--- src/sdmrd_map.svh ---
/*
 * Constants for the command decoder: mode register field positions,
 * reset values and timing counts.
 * Assumes inclusion by bare name; holds definitions only.
 */
`ifndef SDMRD_MAP_SVH
`define SDMRD_MAP_SVH

// ---------------------------------------------------------------
// bank address codes selecting a mode register
// ---------------------------------------------------------------
`define SDMRD_BA_MR0        3'h0
`define SDMRD_BA_MR1        3'h1
`define SDMRD_BA_MR2        3'h2
`define SDMRD_BA_MR3        3'h3

// ---------------------------------------------------------------
// field positions within the address bus
// ---------------------------------------------------------------
`define SDMRD_MR2_PASR_LO   0
`define SDMRD_MR2_CWL_LO    3
`define SDMRD_MR2_ASR_BIT   6
`define SDMRD_MR2_SRT_BIT   7
`define SDMRD_MR2_RTTWR_LO  9
`define SDMRD_MR3_SEL_LO    0
`define SDMRD_MR3_MPR_BIT   2
`define SDMRD_MR1_AL_LO     3
`define SDMRD_MR1_WLV_BIT   7
`define SDMRD_AP_BIT        10
`define SDMRD_BC_BIT        12

// ---------------------------------------------------------------
// reset values and latency base
// ---------------------------------------------------------------
`define SDMRD_CWL_BASE      4'h5
`define SDMRD_RST_PASR      3'h0
`define SDMRD_RST_CWL       3'h0
`define SDMRD_RST_RTTWR     2'h0
`define SDMRD_RST_AL        2'h0

`endif

--- src/sdmrd_pkg.sv ---
/*
 * Types shared by the command decoder modules.
 * Assumes nothing of its surroundings.
 */
package sdmrd_pkg;

	// ---------------------------------------------------------------
	// decoded command codes
	// ---------------------------------------------------------------
	typedef enum logic [3:0] {
		SDMRD_CMD_DES  = 4'h0,
		SDMRD_CMD_NOP  = 4'h1,
		SDMRD_CMD_MRS  = 4'h2,
		SDMRD_CMD_REF  = 4'h3,
		SDMRD_CMD_SRE  = 4'h4,
		SDMRD_CMD_SRX  = 4'h5,
		SDMRD_CMD_PRE  = 4'h6,
		SDMRD_CMD_ACT  = 4'h7,
		SDMRD_CMD_WR   = 4'h8,
		SDMRD_CMD_RD   = 4'h9,
		SDMRD_CMD_ZQC  = 4'hA,
		SDMRD_CMD_PDE  = 4'hB,
		SDMRD_CMD_PDX  = 4'hC,
		SDMRD_CMD_ILL  = 4'hF
	} sdmrd_cmd_e;

	// ---------------------------------------------------------------
	// device power state, one-hot
	// ---------------------------------------------------------------
	typedef enum logic [3:0] {
		SDMRD_ST_IDLE = 4'h1,
		SDMRD_ST_MPR  = 4'h2,
		SDMRD_ST_SREF = 4'h4,
		SDMRD_ST_PDN  = 4'h8
	} sdmrd_state_e;

endpackage

--- src/sdmrd_cmd_if.sv ---
/*
 * Interface carrying the decoded command from the decoder leaf to the
 * main module.
 * Assumes both ends run on the same clock.
 */
`timescale 1ns/1ps
interface sdmrd_cmd_if;
	sdmrd_pkg::sdmrd_cmd_e cmd;
	logic                  cke_prev;

	modport dec (output cmd, output cke_prev);
	modport use_side (input cmd, input cke_prev);
endinterface

--- src/sdmrd_decode.sv ---
/*
 * Command pin decoder: maps sampled strobes and clock enable to a code.
 * Assumes the strobes arrive already registered on mclk.
 */
`timescale 1ns/1ps
module sdmrd_decode
(
	// clock and reset
	input  wire logic       mclk,
	input  wire logic       rst,
	// sampled command pins
	input  wire logic       cke,
	input  wire logic       cs_n,
	input  wire logic       ras_n,
	input  wire logic       cas_n,
	input  wire logic       we_n,
	// decoded result
	sdmrd_cmd_if.dec        cmd_o
);

	logic cke_prev_reg;

	// ---------------------------------------------------------------
	// previous clock enable
	// ---------------------------------------------------------------
	always_ff @(posedge mclk)
	begin
		if (rst)
			cke_prev_reg <= 1'b0;
		else
			cke_prev_reg <= cke;
	end

	// ---------------------------------------------------------------
	// truth table decode
	// ---------------------------------------------------------------
	wire logic [3:0] pins = {cs_n, ras_n, cas_n, we_n};
	wire logic       idle_pat = cs_n | (pins == 4'h7);

	function automatic sdmrd_pkg::sdmrd_cmd_e dec_fn(
		input logic       p, input logic c, input logic [3:0] s,
		input logic       ip);
		dec_fn = sdmrd_pkg::SDMRD_CMD_ILL;
		if (p & c)
		begin
			if (s[3])
				dec_fn = sdmrd_pkg::SDMRD_CMD_DES;
			else
				case (s[2:0])
					3'h7: dec_fn = sdmrd_pkg::SDMRD_CMD_NOP;
					3'h0: dec_fn = sdmrd_pkg::SDMRD_CMD_MRS;
					3'h1: dec_fn = sdmrd_pkg::SDMRD_CMD_REF;
					3'h2: dec_fn = sdmrd_pkg::SDMRD_CMD_PRE;
					3'h3: dec_fn = sdmrd_pkg::SDMRD_CMD_ACT;
					3'h4: dec_fn = sdmrd_pkg::SDMRD_CMD_WR;
					3'h5: dec_fn = sdmrd_pkg::SDMRD_CMD_RD;
					3'h6: dec_fn = sdmrd_pkg::SDMRD_CMD_ZQC;
					default: dec_fn = sdmrd_pkg::SDMRD_CMD_ILL;
				endcase
		end
		else if (p & ~c)
		begin
			if (s == 4'h1)
				dec_fn = sdmrd_pkg::SDMRD_CMD_SRE;
			else if (ip)
				dec_fn = sdmrd_pkg::SDMRD_CMD_PDE;
		end
		else if (~p & c)
		begin
			if (ip)
				dec_fn = sdmrd_pkg::SDMRD_CMD_PDX;
		end
		else
			dec_fn = sdmrd_pkg::SDMRD_CMD_DES;
	endfunction

	// decode uses rising-edge samples only
	assign cmd_o.cmd      = dec_fn(cke_prev_reg, cke, pins, idle_pat);
	assign cmd_o.cke_prev = cke_prev_reg;

endmodule // sdmrd_decode

--- src/sdmrd_top.sv ---
/*
 * Command decoder and mode register 2/3 handling of a DDR memory
 * device: decodes the command pins, holds write latency, termination,
 * refresh and calibration readout settings, and flags each access taken outside a running burst.
 * Assumes the controller drives all pins from its own clock; pins are
 * resynchronised onto mclk here.
 */
`timescale 1ns/1ps
`include "sdmrd_map.svh"
module sdmrd_top
#(
	parameter int ADDR_W  = 16,
	parameter int BANK_W  = 3,
	parameter int BURST_W = 4
)
(
	// clock and reset
	input  wire logic               mclk,
	input  wire logic               rst,
	input  wire logic               reset_n,
	// command pins
	input  wire logic               cke,
	input  wire logic               cs_n,
	input  wire logic               ras_n,
	input  wire logic               cas_n,
	input  wire logic               we_n,
	input  wire logic [BANK_W-1:0]  ba,
	input  wire logic [ADDR_W-1:0]  addr,
	// decoded access
	output logic                    rd_go,
	output logic                    wr_go,
	output logic                    mpr_rd_go,
	output logic                    auto_pre,
	output logic                    chop4,
	output logic [BANK_W-1:0]       acc_bank,
	output logic [ADDR_W-1:0]       acc_addr,
	output logic                    act_go,
	output logic                    pre_go,
	output logic                    pre_all,
	output logic                    ref_go,
	output logic                    zq_go,
	output logic                    zq_long,
	output logic                    cmd_bad,
	// mode settings
	output logic [2:0]              pasr_sel,
	output logic [3:0]              cwl_clk,
	output logic [4:0]              wl_clk,
	output logic                    asr_en,
	output logic                    srt_en,
	output logic [1:0]              rtt_wr_eff,
	output logic                    mpr_on,
	output logic [1:0]              mpr_sel,
	// state
	output logic                    sref_on,
	output logic                    pdn_on,
	output logic                    part_lost,
	output logic                    burst_busy
);

	// ---------------------------------------------------------------
	// pin synchroniser: three stages, change taken when 2nd and 3rd agree
	// ---------------------------------------------------------------
	localparam int PW = 5 + BANK_W + ADDR_W + 1;
	logic [PW-1:0] s1_reg;
	logic [PW-1:0] s2_reg;
	logic [PW-1:0] s3_reg;
	logic [PW-1:0] held_reg;
	wire  logic [PW-1:0] pin_now =
		{reset_n, cke, cs_n, ras_n, cas_n, we_n, ba, addr};
	wire  logic [PW-1:0] agree = ~(s2_reg ^ s3_reg);
	wire  logic [PW-1:0] held_next = (s2_reg & agree) | (held_reg & ~agree);

	always_ff @(posedge mclk)
	begin
		s1_reg   <= pin_now;
		s2_reg   <= s1_reg;
		s3_reg   <= s2_reg;
		held_reg <= rst ? {1'b1, {(PW-1){1'b0}}} : held_next;
	end

	wire logic              p_rstn = held_reg[PW-1];
	wire logic              p_cke  = held_reg[PW-2];
	wire logic              p_cs   = held_reg[PW-3];
	wire logic              p_ras  = held_reg[PW-4];
	wire logic              p_cas  = held_reg[PW-5];
	wire logic              p_we   = held_reg[PW-6];
	wire logic [BANK_W-1:0] p_ba   = held_reg[ADDR_W +: BANK_W];
	wire logic [ADDR_W-1:0] p_a    = held_reg[ADDR_W-1:0];

	// device reset: controller reset or pin reset, any mode
	wire logic dev_rst = rst | ~p_rstn;

	// ---------------------------------------------------------------
	// command decode
	// ---------------------------------------------------------------
	sdmrd_cmd_if dif ();

	sdmrd_decode u_dec
	(
		.mclk  (mclk),
		.rst   (dev_rst),
		.cke   (p_cke),
		.cs_n  (p_cs),
		.ras_n (p_ras),
		.cas_n (p_cas),
		.we_n  (p_we),
		.cmd_o (dif.dec)
	);

	wire sdmrd_pkg::sdmrd_cmd_e cmd = dif.cmd;

	// mode register select from bank bits
	wire logic is_mrs = cmd == sdmrd_pkg::SDMRD_CMD_MRS;
	wire logic mrs1 = is_mrs & (p_ba == `SDMRD_BA_MR1);
	wire logic mrs2 = is_mrs & (p_ba == `SDMRD_BA_MR2);
	wire logic mrs3 = is_mrs & (p_ba == `SDMRD_BA_MR3);

	// ---------------------------------------------------------------
	// state machine
	// ---------------------------------------------------------------
	sdmrd_pkg::sdmrd_state_e st_reg;
	sdmrd_pkg::sdmrd_state_e st_next;

	wire logic mpr_set = mrs3 & p_a[`SDMRD_MR3_MPR_BIT];
	wire logic mpr_clr = mrs3 & ~p_a[`SDMRD_MR3_MPR_BIT];

	always_comb
	begin
		st_next = st_reg;
		unique case (st_reg)
			sdmrd_pkg::SDMRD_ST_IDLE:
				if (cmd == sdmrd_pkg::SDMRD_CMD_SRE)
					st_next = sdmrd_pkg::SDMRD_ST_SREF;
				else if (cmd == sdmrd_pkg::SDMRD_CMD_PDE)
					st_next = sdmrd_pkg::SDMRD_ST_PDN;
				else if (mpr_set)
					st_next = sdmrd_pkg::SDMRD_ST_MPR;
			sdmrd_pkg::SDMRD_ST_MPR:
				if (mpr_clr)
					st_next = sdmrd_pkg::SDMRD_ST_IDLE;
			sdmrd_pkg::SDMRD_ST_SREF:
				if (cmd == sdmrd_pkg::SDMRD_CMD_PDX)
					st_next = sdmrd_pkg::SDMRD_ST_IDLE;
			sdmrd_pkg::SDMRD_ST_PDN:
				if (cmd == sdmrd_pkg::SDMRD_CMD_PDX)
					st_next = sdmrd_pkg::SDMRD_ST_IDLE;
			default:
				st_next = sdmrd_pkg::SDMRD_ST_IDLE;
		endcase
	end

	always_ff @(posedge mclk)
	begin
		if (dev_rst)
			st_reg <= sdmrd_pkg::SDMRD_ST_IDLE;
		else
			st_reg <= st_next;
	end

	// ---------------------------------------------------------------
	// mode register fields
	// ---------------------------------------------------------------
	logic [2:0] pasr_reg;
	logic [2:0] cwl_reg;
	logic       asr_reg;
	logic       srt_reg;
	logic [1:0] rttwr_reg;
	logic [1:0] mprsel_reg;
	logic [1:0] al_reg;
	logic       wlv_reg;

	always_ff @(posedge mclk)
	begin
		if (dev_rst)
		begin
			pasr_reg   <= `SDMRD_RST_PASR;
			cwl_reg    <= `SDMRD_RST_CWL;
			asr_reg    <= 1'b0;
			srt_reg    <= 1'b0;
			rttwr_reg  <= `SDMRD_RST_RTTWR;
			mprsel_reg <= 2'h0;
			al_reg     <= `SDMRD_RST_AL;
			wlv_reg    <= 1'b0;
		end
		else
		begin
			if (mrs2)
			begin
				pasr_reg  <= p_a[`SDMRD_MR2_PASR_LO +: 3];
				cwl_reg   <= p_a[`SDMRD_MR2_CWL_LO +: 3];
				asr_reg   <= p_a[`SDMRD_MR2_ASR_BIT];
				srt_reg   <= p_a[`SDMRD_MR2_SRT_BIT];
				rttwr_reg <= p_a[`SDMRD_MR2_RTTWR_LO +: 2];
			end
			// select bits only taken when readout mode is requested
			if (mpr_set)
				mprsel_reg <= p_a[`SDMRD_MR3_SEL_LO +: 2];
			if (mrs1)
			begin
				al_reg  <= p_a[`SDMRD_MR1_AL_LO +: 2];
				wlv_reg <= p_a[`SDMRD_MR1_WLV_BIT];
			end
		end
	end

	// whole-clock latencies; additive code 0/1/2 counted as clocks here
	wire logic [3:0] cwl_w = `SDMRD_CWL_BASE + {1'b0, cwl_reg};
	wire logic [4:0] wl_w  = {1'b0, cwl_w} + {3'h0, al_reg};

	// ---------------------------------------------------------------
	// burst guard: counts clocks of the accepted burst, two beats per clock
	// ---------------------------------------------------------------
	logic [BURST_W-1:0] burst_reg;
	wire  logic is_rd = cmd == sdmrd_pkg::SDMRD_CMD_RD;
	wire  logic is_wr = cmd == sdmrd_pkg::SDMRD_CMD_WR;
	wire  logic busy  = burst_reg != '0;
	// a new read or write only starts once the current burst is done
	wire  logic take_rw = (is_rd | is_wr) & ~busy;
	wire  logic bc4     = ~p_a[`SDMRD_BC_BIT];
	wire  logic [BURST_W-1:0] blen =
		bc4 ? BURST_W'(2) : BURST_W'(4);

	always_ff @(posedge mclk)
	begin
		if (dev_rst)
			burst_reg <= '0;
		else if (take_rw)
			burst_reg <= blen - BURST_W'(1);
		else if (busy)
			burst_reg <= burst_reg - BURST_W'(1);
	end

	// ---------------------------------------------------------------
	// registered outputs
	// ---------------------------------------------------------------
	wire logic in_mpr  = st_reg == sdmrd_pkg::SDMRD_ST_MPR;
	wire logic in_sref = st_reg == sdmrd_pkg::SDMRD_ST_SREF;
	wire logic pasr_on = pasr_reg != 3'h0;
	wire logic sre_now = cmd == sdmrd_pkg::SDMRD_CMD_SRE;
	// dynamic termination masked during write leveling
	wire logic [1:0] rtt_w = wlv_reg ? 2'h0 : rttwr_reg;

	always_ff @(posedge mclk)
	begin
		if (dev_rst)
		begin
			rd_go      <= 1'b0;
			wr_go      <= 1'b0;
			mpr_rd_go  <= 1'b0;
			auto_pre   <= 1'b0;
			chop4      <= 1'b0;
			acc_bank   <= '0;
			acc_addr   <= '0;
			act_go     <= 1'b0;
			pre_go     <= 1'b0;
			pre_all    <= 1'b0;
			ref_go     <= 1'b0;
			zq_go      <= 1'b0;
			zq_long    <= 1'b0;
			cmd_bad    <= 1'b0;
			part_lost  <= 1'b0;
		end
		else
		begin
			rd_go     <= take_rw & is_rd & ~in_mpr;
			mpr_rd_go <= take_rw & is_rd & in_mpr;
			wr_go     <= take_rw & is_wr;
			auto_pre  <= take_rw & p_a[`SDMRD_AP_BIT];
			chop4     <= take_rw & bc4;
			acc_bank  <= p_ba;
			acc_addr  <= p_a;
			act_go    <= cmd == sdmrd_pkg::SDMRD_CMD_ACT;
			pre_go    <= cmd == sdmrd_pkg::SDMRD_CMD_PRE;
			pre_all   <= (cmd == sdmrd_pkg::SDMRD_CMD_PRE)
				& p_a[`SDMRD_AP_BIT];
			ref_go    <= cmd == sdmrd_pkg::SDMRD_CMD_REF;
			zq_go     <= cmd == sdmrd_pkg::SDMRD_CMD_ZQC;
			zq_long   <= (cmd == sdmrd_pkg::SDMRD_CMD_ZQC)
				& p_a[`SDMRD_AP_BIT];
			cmd_bad   <= cmd == sdmrd_pkg::SDMRD_CMD_ILL;
			// sticky until reset; set by any self-refresh entry command while partial refresh is on, even in readout mode
			part_lost <= part_lost | (sre_now & pasr_on);
		end
	end

	// mode outputs
	always_ff @(posedge mclk)
	begin
		if (dev_rst)
		begin
			pasr_sel   <= 3'h0;
			cwl_clk    <= 4'h0;
			wl_clk     <= 5'h0;
			asr_en     <= 1'b0;
			srt_en     <= 1'b0;
			rtt_wr_eff <= 2'h0;
			mpr_on     <= 1'b0;
			mpr_sel    <= 2'h0;
			sref_on    <= 1'b0;
			pdn_on     <= 1'b0;
			burst_busy <= 1'b0;
		end
		else
		begin
			pasr_sel   <= pasr_reg;
			cwl_clk    <= cwl_w;
			wl_clk     <= wl_w;
			asr_en     <= asr_reg;
			srt_en     <= srt_reg;
			rtt_wr_eff <= rtt_w;
			mpr_on     <= in_mpr;
			mpr_sel    <= mprsel_reg;
			sref_on    <= in_sref;
			pdn_on     <= st_reg == sdmrd_pkg::SDMRD_ST_PDN;
			burst_busy <= busy;
		end
	end

endmodule // sdmrd_top

--- config.mk ---
export PLATFORM = sky130hd
export DESIGN_NAME = sdmrd_top
export DESIGN_NICKNAME = d
export VERILOG_FILES = /design/src/sdmrd_pkg.sv /design/src/sdmrd_cmd_if.sv /design/src/sdmrd_decode.sv /design/src/sdmrd_top.sv
export VERILOG_INCLUDE_DIRS = /design/src
export SDC_FILE = /design/constraint.sdc
export NUM_CORES = 1
export LEC_CHECK = 0
export ABC_CLOCK_PERIOD_IN_PS = 3800
export BUFFER_PORTS_ARGS = -buffer_cell sky130_fd_sc_hd__buf_2
export CORE_MARGIN = 2
export CORE_UTILIZATION = 30
export CTS_BUF_LIST = sky130_fd_sc_hd__clkbuf_16
export DETAILED_ROUTE_END_ITERATION = 6
export GPL_ROUTABILITY_DRIVEN = 0
export SLEW_MARGIN = 0
export SYNTH_ARGS = -nofsm -noshare
export SYNTH_HDL_FRONTEND = slang
export SYNTH_HIERARCHICAL = 1
export SYNTH_SLANG_ARGS = --single-unit
--- constraint.sdc ---
create_clock -name mclk -period 3.8 [get_ports mclk]
set_input_delay 0.57 -clock mclk [delete_from_list [all_inputs] [get_ports mclk]]
set_output_delay 0.57 -clock mclk [all_outputs]
set_load 0.005 [all_outputs]
==> run metrics, run 1 <==
Internal ~0.0029 W; CTS HTree Levels 4; Post-Syn Area slightly above 5000 um^2; Rel. slew slack between 20% and 30%; setup_tns 0 ns; first-pass iteration count of the detailed router 4; Hold EP s1_reg[2]; Die Height ~130 um; minimum clock period 2.97 ns; overall track demand over capacity in global routing between 10% and 20%; PwrDens 606 nW/um^2; NetSw 0.000867 W; Setup-failing EPs final 0; register area share after synthesis between 60% and 70%; peak fanout along the critical path 10; post-DP HPWL approximately 6700 um; fraction of registers with async set/reset 0%; crit path cell chain nor2_1 > nor4_1 > nand2b_1 > nor3_1 > a21oi_1 > ha_1 > xor2_1 > nor2_1; CTS Sinks between 150 and 200; Yosys cell types 45; Multi-input gate area 1450 um^2; hold_sp addr[2]; number of max-cap violations 0; Max Freq 336 MHz; endpoint type of the worst setup path flip-flop; CTS tree yes; Clk pin slew, worst setup/hold paths ~0.06 ns; number of global-route vias before repair 3326; Clock Latency Late Sink 0.42 ns; die area approximately 18000 um^2; Yosys reg bits around 180; Wirelength per Cell 12.9 um; Critical Path RT ~4.1 ns; Initial Utilization 30.8%; postcts setup bufs 0; Reg2Reg Depth 8; Syn Area/Cell about 12 um^2; Crit-path slowest cell nor4_1; leakage 2.71 nW; fin. max-slew vios 0; DR vias 3280; Synth area leaders dfxtp_1, and2_1, a21oi_1; CTS max path bufs 2; Slew @ Worst Pin roughly 1.1 ns; Yosys top cell area share a little over two thirds; Core Footprint 16600 um^2; chip width ~130 um; Sequential Power Share around 53%; Worst EP arrival 3.26 ns; number of antenna violations at the first check in global routing 0; Critical Path Start Type flip-flop; TritonCTS Buffers 17; drt drc 0; io pins approximately 80; type of the tightest min-delay check input port to flip-flop; Area growth, synth to finish 23.2%; Post-Syn Instances 439; Vias per Instance 4.32; maximum VDD drop ~0.00033 V; combinational power share ~5.5%; Syn Nets 471; Ys Warns 6; hold path depth 1; Post-synth EDFFs 0; Hold Vio Cnt, Final 0; ys flop type dfxtp_1; clock root cell clkbuf_16; status finished, final reports clean; FF-to-FF setup slack between 0.8 and 0.9 ns; Final period util about four fifths; Rows 47; crit-path max cell delay 0.98 ns; Resize count post-CTS 0; grt total ovfl 0; Crit Path Category flip-flop to flip-flop; antenna viol nets, final 0; most frequent CP cell nor2_1; Core Util, Final 37.9%; Clock Power Share 41.4%; Reg area ~3600 um^2; RSZ-0062 raised after global routing false; Layout Skew around 0.0085 ns; detailed router's first-iteration violation count between 200 and 250; # fillers ~1.6k; crit-path leading delay family simple AND/OR/NAND/NOR gates; critical path buffer and inverter count 0; Synth area leader dfxtp_1; I/O Buffers 80; fin nets 559; final WL approximately 9800 um; largest net degree at the start of global routing 37; global-route wire length before repair 15800 um; Hold-fix buffers, CTS 0; RR Endpoint burst_reg[2]; sw frac between 20 and 25%; share of cells above drive strength 1 a little under a quarter; antenna cells 0
## metal layers
| metal | vias up | GRT usage, % | routed length, um |
|---|---|---|---|
| li1 | 1667 | - | - |
| met1 | 1519 | 13.3 | 4490 |
| met2 | 82 | 18.4 | 4570 |
| met3 | 12 | 3.74 | 527 |
| met4 | 0 | 6.43 | 200 |
| met5 | - | 0 | 0 |
## worst max-delay path by stage
stage                     cells after the start  startpoint      endpoint  slack [ns]
after global routing                          8   flip-flop  burst_reg[2]        0.48
after detailed placement                      8   flip-flop   pasr_reg[1]        0.88
final                                         8   flip-flop  burst_reg[2]        0.83
after global placement                        8   flip-flop   pasr_reg[2]        0.98
after floorplan                               9   flip-flop    cwl_reg[0]        1.15
after CTS                                     8   flip-flop   pasr_reg[1]        0.87
## synthesized netlist by cell type (2+ instances only)
master,n
dfxtp_1,178
nor2_1,39
a21oi_1,33
nand2_1,30
o21ai_0,29
and2_1,28
clkbuf_1,10
mux2i_1,10
inv_1,8
nor3_1,7
nand2b_1,5
o22a_1,5
ha_1,4
nor4_1,4
xor2_1,4
a21o_1,3
and4b_1,3
nor2b_1,3
nor4b_1,3
buf_1,2
nand3_1,2
nand4b_1,2
nor3b_1,2
o311a_1,2
or4b_2,2
or4b_4,2
## layout by cell type, fill, tap and decap left out, types with 3 or more instances in the layout
master	instances
buf_2	80
inv_1	9
nor4_1	4
a21o_1	3
nand2b_1	5
clkbuf_16	17
o21ai_0	29
dfxtp_1	178
ha_1	4
clkinvlp_4	5
nor3_1	7
nor4b_1	3
clkinv_2	3
nor2_1	39
and2_1	28
a21oi_1	33
xor2_1	4
nand2_1	30
buf_4	3
o22a_1	5
mux2i_1	10
and4b_1	3
## cell families (layout without fill, tap and decap cells)
kind of cell,Yosys count,after routing,share of synthesized area [%]
compound gates,78,78,8.87
xor+xnor,5,5,0.858
fa+ha+maj,5,5,1.37
buf+inv,22,123,1.79
flops,178,178,69.8
mux,11,11,2.26
simple gates,140,140,15.0
## area by class of cell
class / instances / area share [%]
timing repair buffer: 83 / 6.73
tap: 220 / 4.38
clock buffer: 17 / 6.76
inverter: 8 / 0.478
sequential: 178 / 56.7
clock inverter: 15 / 1.91
multi-input combinational: 239 / 23.1
## through the flow
| step | hold WS, ns | power (W) | worst slack [ns] | std cells | instance area, um^2 |
|---|---|---|---|---|---|
| final | 0.247 | 0.00381 | 0.828 | 760 | 6290 |
| after floorplan | 0.310 | 0.00218 | 1.15 | 439 | 5100 |
| after detailed placement | 0.312 | 0.00227 | 0.882 | 728 | 5740 |
| after CTS | 0.226 | 0.00387 | 0.870 | 760 | 6290 |
| after global placement | 0.312 | 0.00226 | 0.980 | 728 | 5740 |
| after global routing | 0.224 | 0.00398 | 0.481 | 760 | 6290 |
## power by group through the flow
| stage | clock network (W) | registers [W] | logic, W |
|---|---|---|---|
| 3_5_place_dp | 0 | 0.00206 | 0.000210 |
| 3_3_place_gp | 0 | 0.00206 | 0.000198 |
| 2_1_floorplan | 0 | 0.00205 | 0.000136 |
| 5_1_grt | 0.00171 | 0.00203 | 0.000235 |
| 6_report | 0.00158 | 0.00202 | 0.000210 |
| 4_1_cts | 0.00164 | 0.00202 | 0.000212 |
Power figures use the tool's default switching activity.
==> run 2: changes to the inputs <==
--- a/config.mk
+++ b/config.mk
@@ -6,7 +6,7 @@
 export SDC_FILE = /design/constraint.sdc
 export NUM_CORES = 1
 export LEC_CHECK = 0
-export ABC_CLOCK_PERIOD_IN_PS = 3800
+export ABC_CLOCK_PERIOD_IN_PS = 2950
 export BUFFER_PORTS_ARGS = -buffer_cell sky130_fd_sc_hd__buf_2
 export CORE_MARGIN = 2
 export CORE_UTILIZATION = 30
==> constraint.sdc (replaced) <==
create_clock -name mclk -period 2.95 [get_ports mclk]
set_input_delay 0.4425 -clock mclk [delete_from_list [all_inputs] [get_ports mclk]]
set_output_delay 0.4425 -clock mclk [all_outputs]
set_load 0.005 [all_outputs]
==> run metrics, run 2 (same netlist as run 1, synthesis figures left out) <==
global-route wire length before repair 16000 um (was 15800 um); Crit-path slowest cell or4b_4 (was nor4_1); Rel. slew slack 43.7% (was 23.7%); number of antenna violations at the first check in global routing 0 (unchanged); Reg2Reg Depth 7 (was 8); instance count on the critical path 7 (was 8); I/O Buffers 80 (unchanged); grt total ovfl 0 (unchanged); fin. max-slew vios 0 (unchanged); status finished, final reports clean (unchanged); CTS Sinks 178 (unchanged); critical path buffer and inverter count 0 (unchanged); crit-path leading delay family simple AND/OR/NAND/NOR gates (unchanged); RSZ-0062 raised after global routing false (unchanged); Slew @ Worst Pin 0.845 ns (was 1.13 ns); crit-path max cell delay 0.61 ns (was 0.98 ns); CTS HTree Levels 4 (unchanged); Core Util, Final 38.5% (was 37.9%); Setup-failing EPs final 0 (unchanged); Layout Skew 0.00892 ns (was 0.00855 ns); Hold Vio Cnt, Final 0 (unchanged); Clk pin slew, worst setup/hold paths 0.06 ns (about the same); post-DP HPWL 6730 um (was 6750 um); post-route cell area 6390 um^2 (was 6290 um^2); clock root cell clkbuf_16 (unchanged); RR Endpoint asr_reg (was burst_reg[2]); Vias per Instance 4.35 (was 4.32); setup_tns 0 ns (unchanged); final WL 9560 um (was 9780 um); minimum clock period 2.80 ns (was 2.97 ns); PwrDens 796 nW/um^2 (was 606 nW/um^2); most frequent CP cell or4b_4 (was nor2_1); Wirelength per Cell 12.5 um (was 12.9 um); maximum VDD drop 0.000388 V (was 0.000329 V); overall track demand over capacity in global routing 11.4% (about the same); endpoint type of the worst setup path flip-flop (unchanged); Die Height 134 um (unchanged); die area 18100 um^2 (unchanged); postcts setup bufs 0 (unchanged); leakage 2.76 nW (was 2.71 nW); most common cell after layout, fill and taps aside dfxtp_1 (unchanged); CTS max path bufs 2 (unchanged); io pins 81 (unchanged); Max Freq 357 MHz (was 336 MHz); peak fanout along the critical path 11 (was 10); CTS tree yes (unchanged); FF-to-FF setup slack 0.15 ns (was 0.83 ns); Worst EP arrival 3.16 ns (was 3.26 ns); Rows 47 (unchanged); largest net degree at the start of global routing 26 (was 37); Core Footprint 16600 um^2 (unchanged); Critical Path RT 3.31 ns (was 4.09 ns); antenna cells 0 (unchanged); Worst Setup EP asr_reg (was burst_reg[2]); Crit Path Category flip-flop to flip-flop (unchanged); Initial Utilization 30.8% (unchanged); type of the tightest min-delay check input port to flip-flop (unchanged); number of global-route vias before repair 3268 (was 3326); number of max-cap violations 0 (unchanged); Clock Latency Late Sink 0.42 ns (about the same); fin nets 565 (was 559); drt drc 0 (unchanged); TritonCTS Buffers 17 (unchanged); DP Area 5790 um^2 (was 5740 um^2); detailed router's first-iteration violation count 134 (was 206); Area growth, synth to finish 25.2% (was 23.2%); share of cells above drive strength 1 24.0% (was 23.1%); antenna viol nets, final 0 (unchanged); Final period util 94.8% (was 78.2%); DR vias 3330 (was 3280); chip width 134 um (unchanged); first-pass iteration count of the detailed router 4 (unchanged); crit path cell chain mux2_4 > a21o_1 > a211oi_2 > or4b_4 > or4b_4 > nor2_2 > o22a_1 (was nor2_1 > nor4_1 > nand2b_1 > nor3_1 > a21oi_1 > ha_1 > xor2_1 > nor2_1); most frequent cells in the layout dfxtp_1, buf_2, nor2_1, a21oi_1, nand2_1 (unchanged); Critical Path Start Type flip-flop (unchanged)
==> run 2: per-layer routing <==
layer  GRT usage [%]  vias to the layer above  wire, um
met5               0                        -         0
met4            5.15                        0       216
met3            4.31                       19       567
met2            17.9                       87      4420
met1            13.9                     1542      4360
li1                -                     1682         -
==> run 2: through the flow <==
stage	hold WS (ns)	total power, W	std cells	worst slack [ns]
2_1_floorplan	0.310	0.00281	439	0.304
3_3_place_gp	0.311	0.00291	734	0.251
3_5_place_dp	0.312	0.00293	734	0.169
4_1_cts	0.0974	0.00515	766	0.154
5_1_grt	0.0935	0.00531	766	0.0229
6_report	0.120	0.00509	766	0.152
==> run 2: worst register-to-register path, cell delays in order (launching register included) <==
cell,delay (ns)
dfxtp_1,0.47
mux2_4,0.32
a21o_1,0.20
a211oi_2,0.24
or4b_4,0.50
or4b_4,0.61
nor2_2,0.23
o22a_1,0.17
==> run 2: where the power goes <==
group,internal (W),switching (W)
registers,0.00253,0.0000801
logic,0.000122,0.000142
clock network,0.00132,0.000892
==> run 2: repair_timing <==
item | in CTS | in global routing
endpoints found under the setup margin | 0 | 1
hold buffers | 0 | 0
gates resized for setup | 0 | 2
==> run 2: layout make-up <==
| class | instances | area (um^2) |
|---|---|---|
| Timing Repair Buffer | 89 | 468 |
| Inverter | 8 | 30.0 |
| Multi-Input combinational cell | 239 | 1460 |
| Sequential cell | 178 | 3560 |
| Clock buffer | 17 | 425 |
| Clock inverter | 15 | 168 |
| Tap cell | 220 | 275 |
| Fill cell | 1639 | 10200 |
==> run 2: how the worst min path moves through the flow <==
stage | start | to | slack (ns) | depth (start not counted)
final | addr[9] | s1_reg[9] | 0.12 | 1
after global routing | addr[9] | s1_reg[9] | 0.09 | 1
after CTS | addr[9] | s1_reg[9] | 0.1 | 1
after detailed placement | s1_reg[13] | s2_reg[13] | 0.31 | 0
after global placement | s1_reg[11] | s2_reg[11] | 0.31 | 0
after floorplan | s1_reg[0] | s2_reg[0] | 0.31 | 0
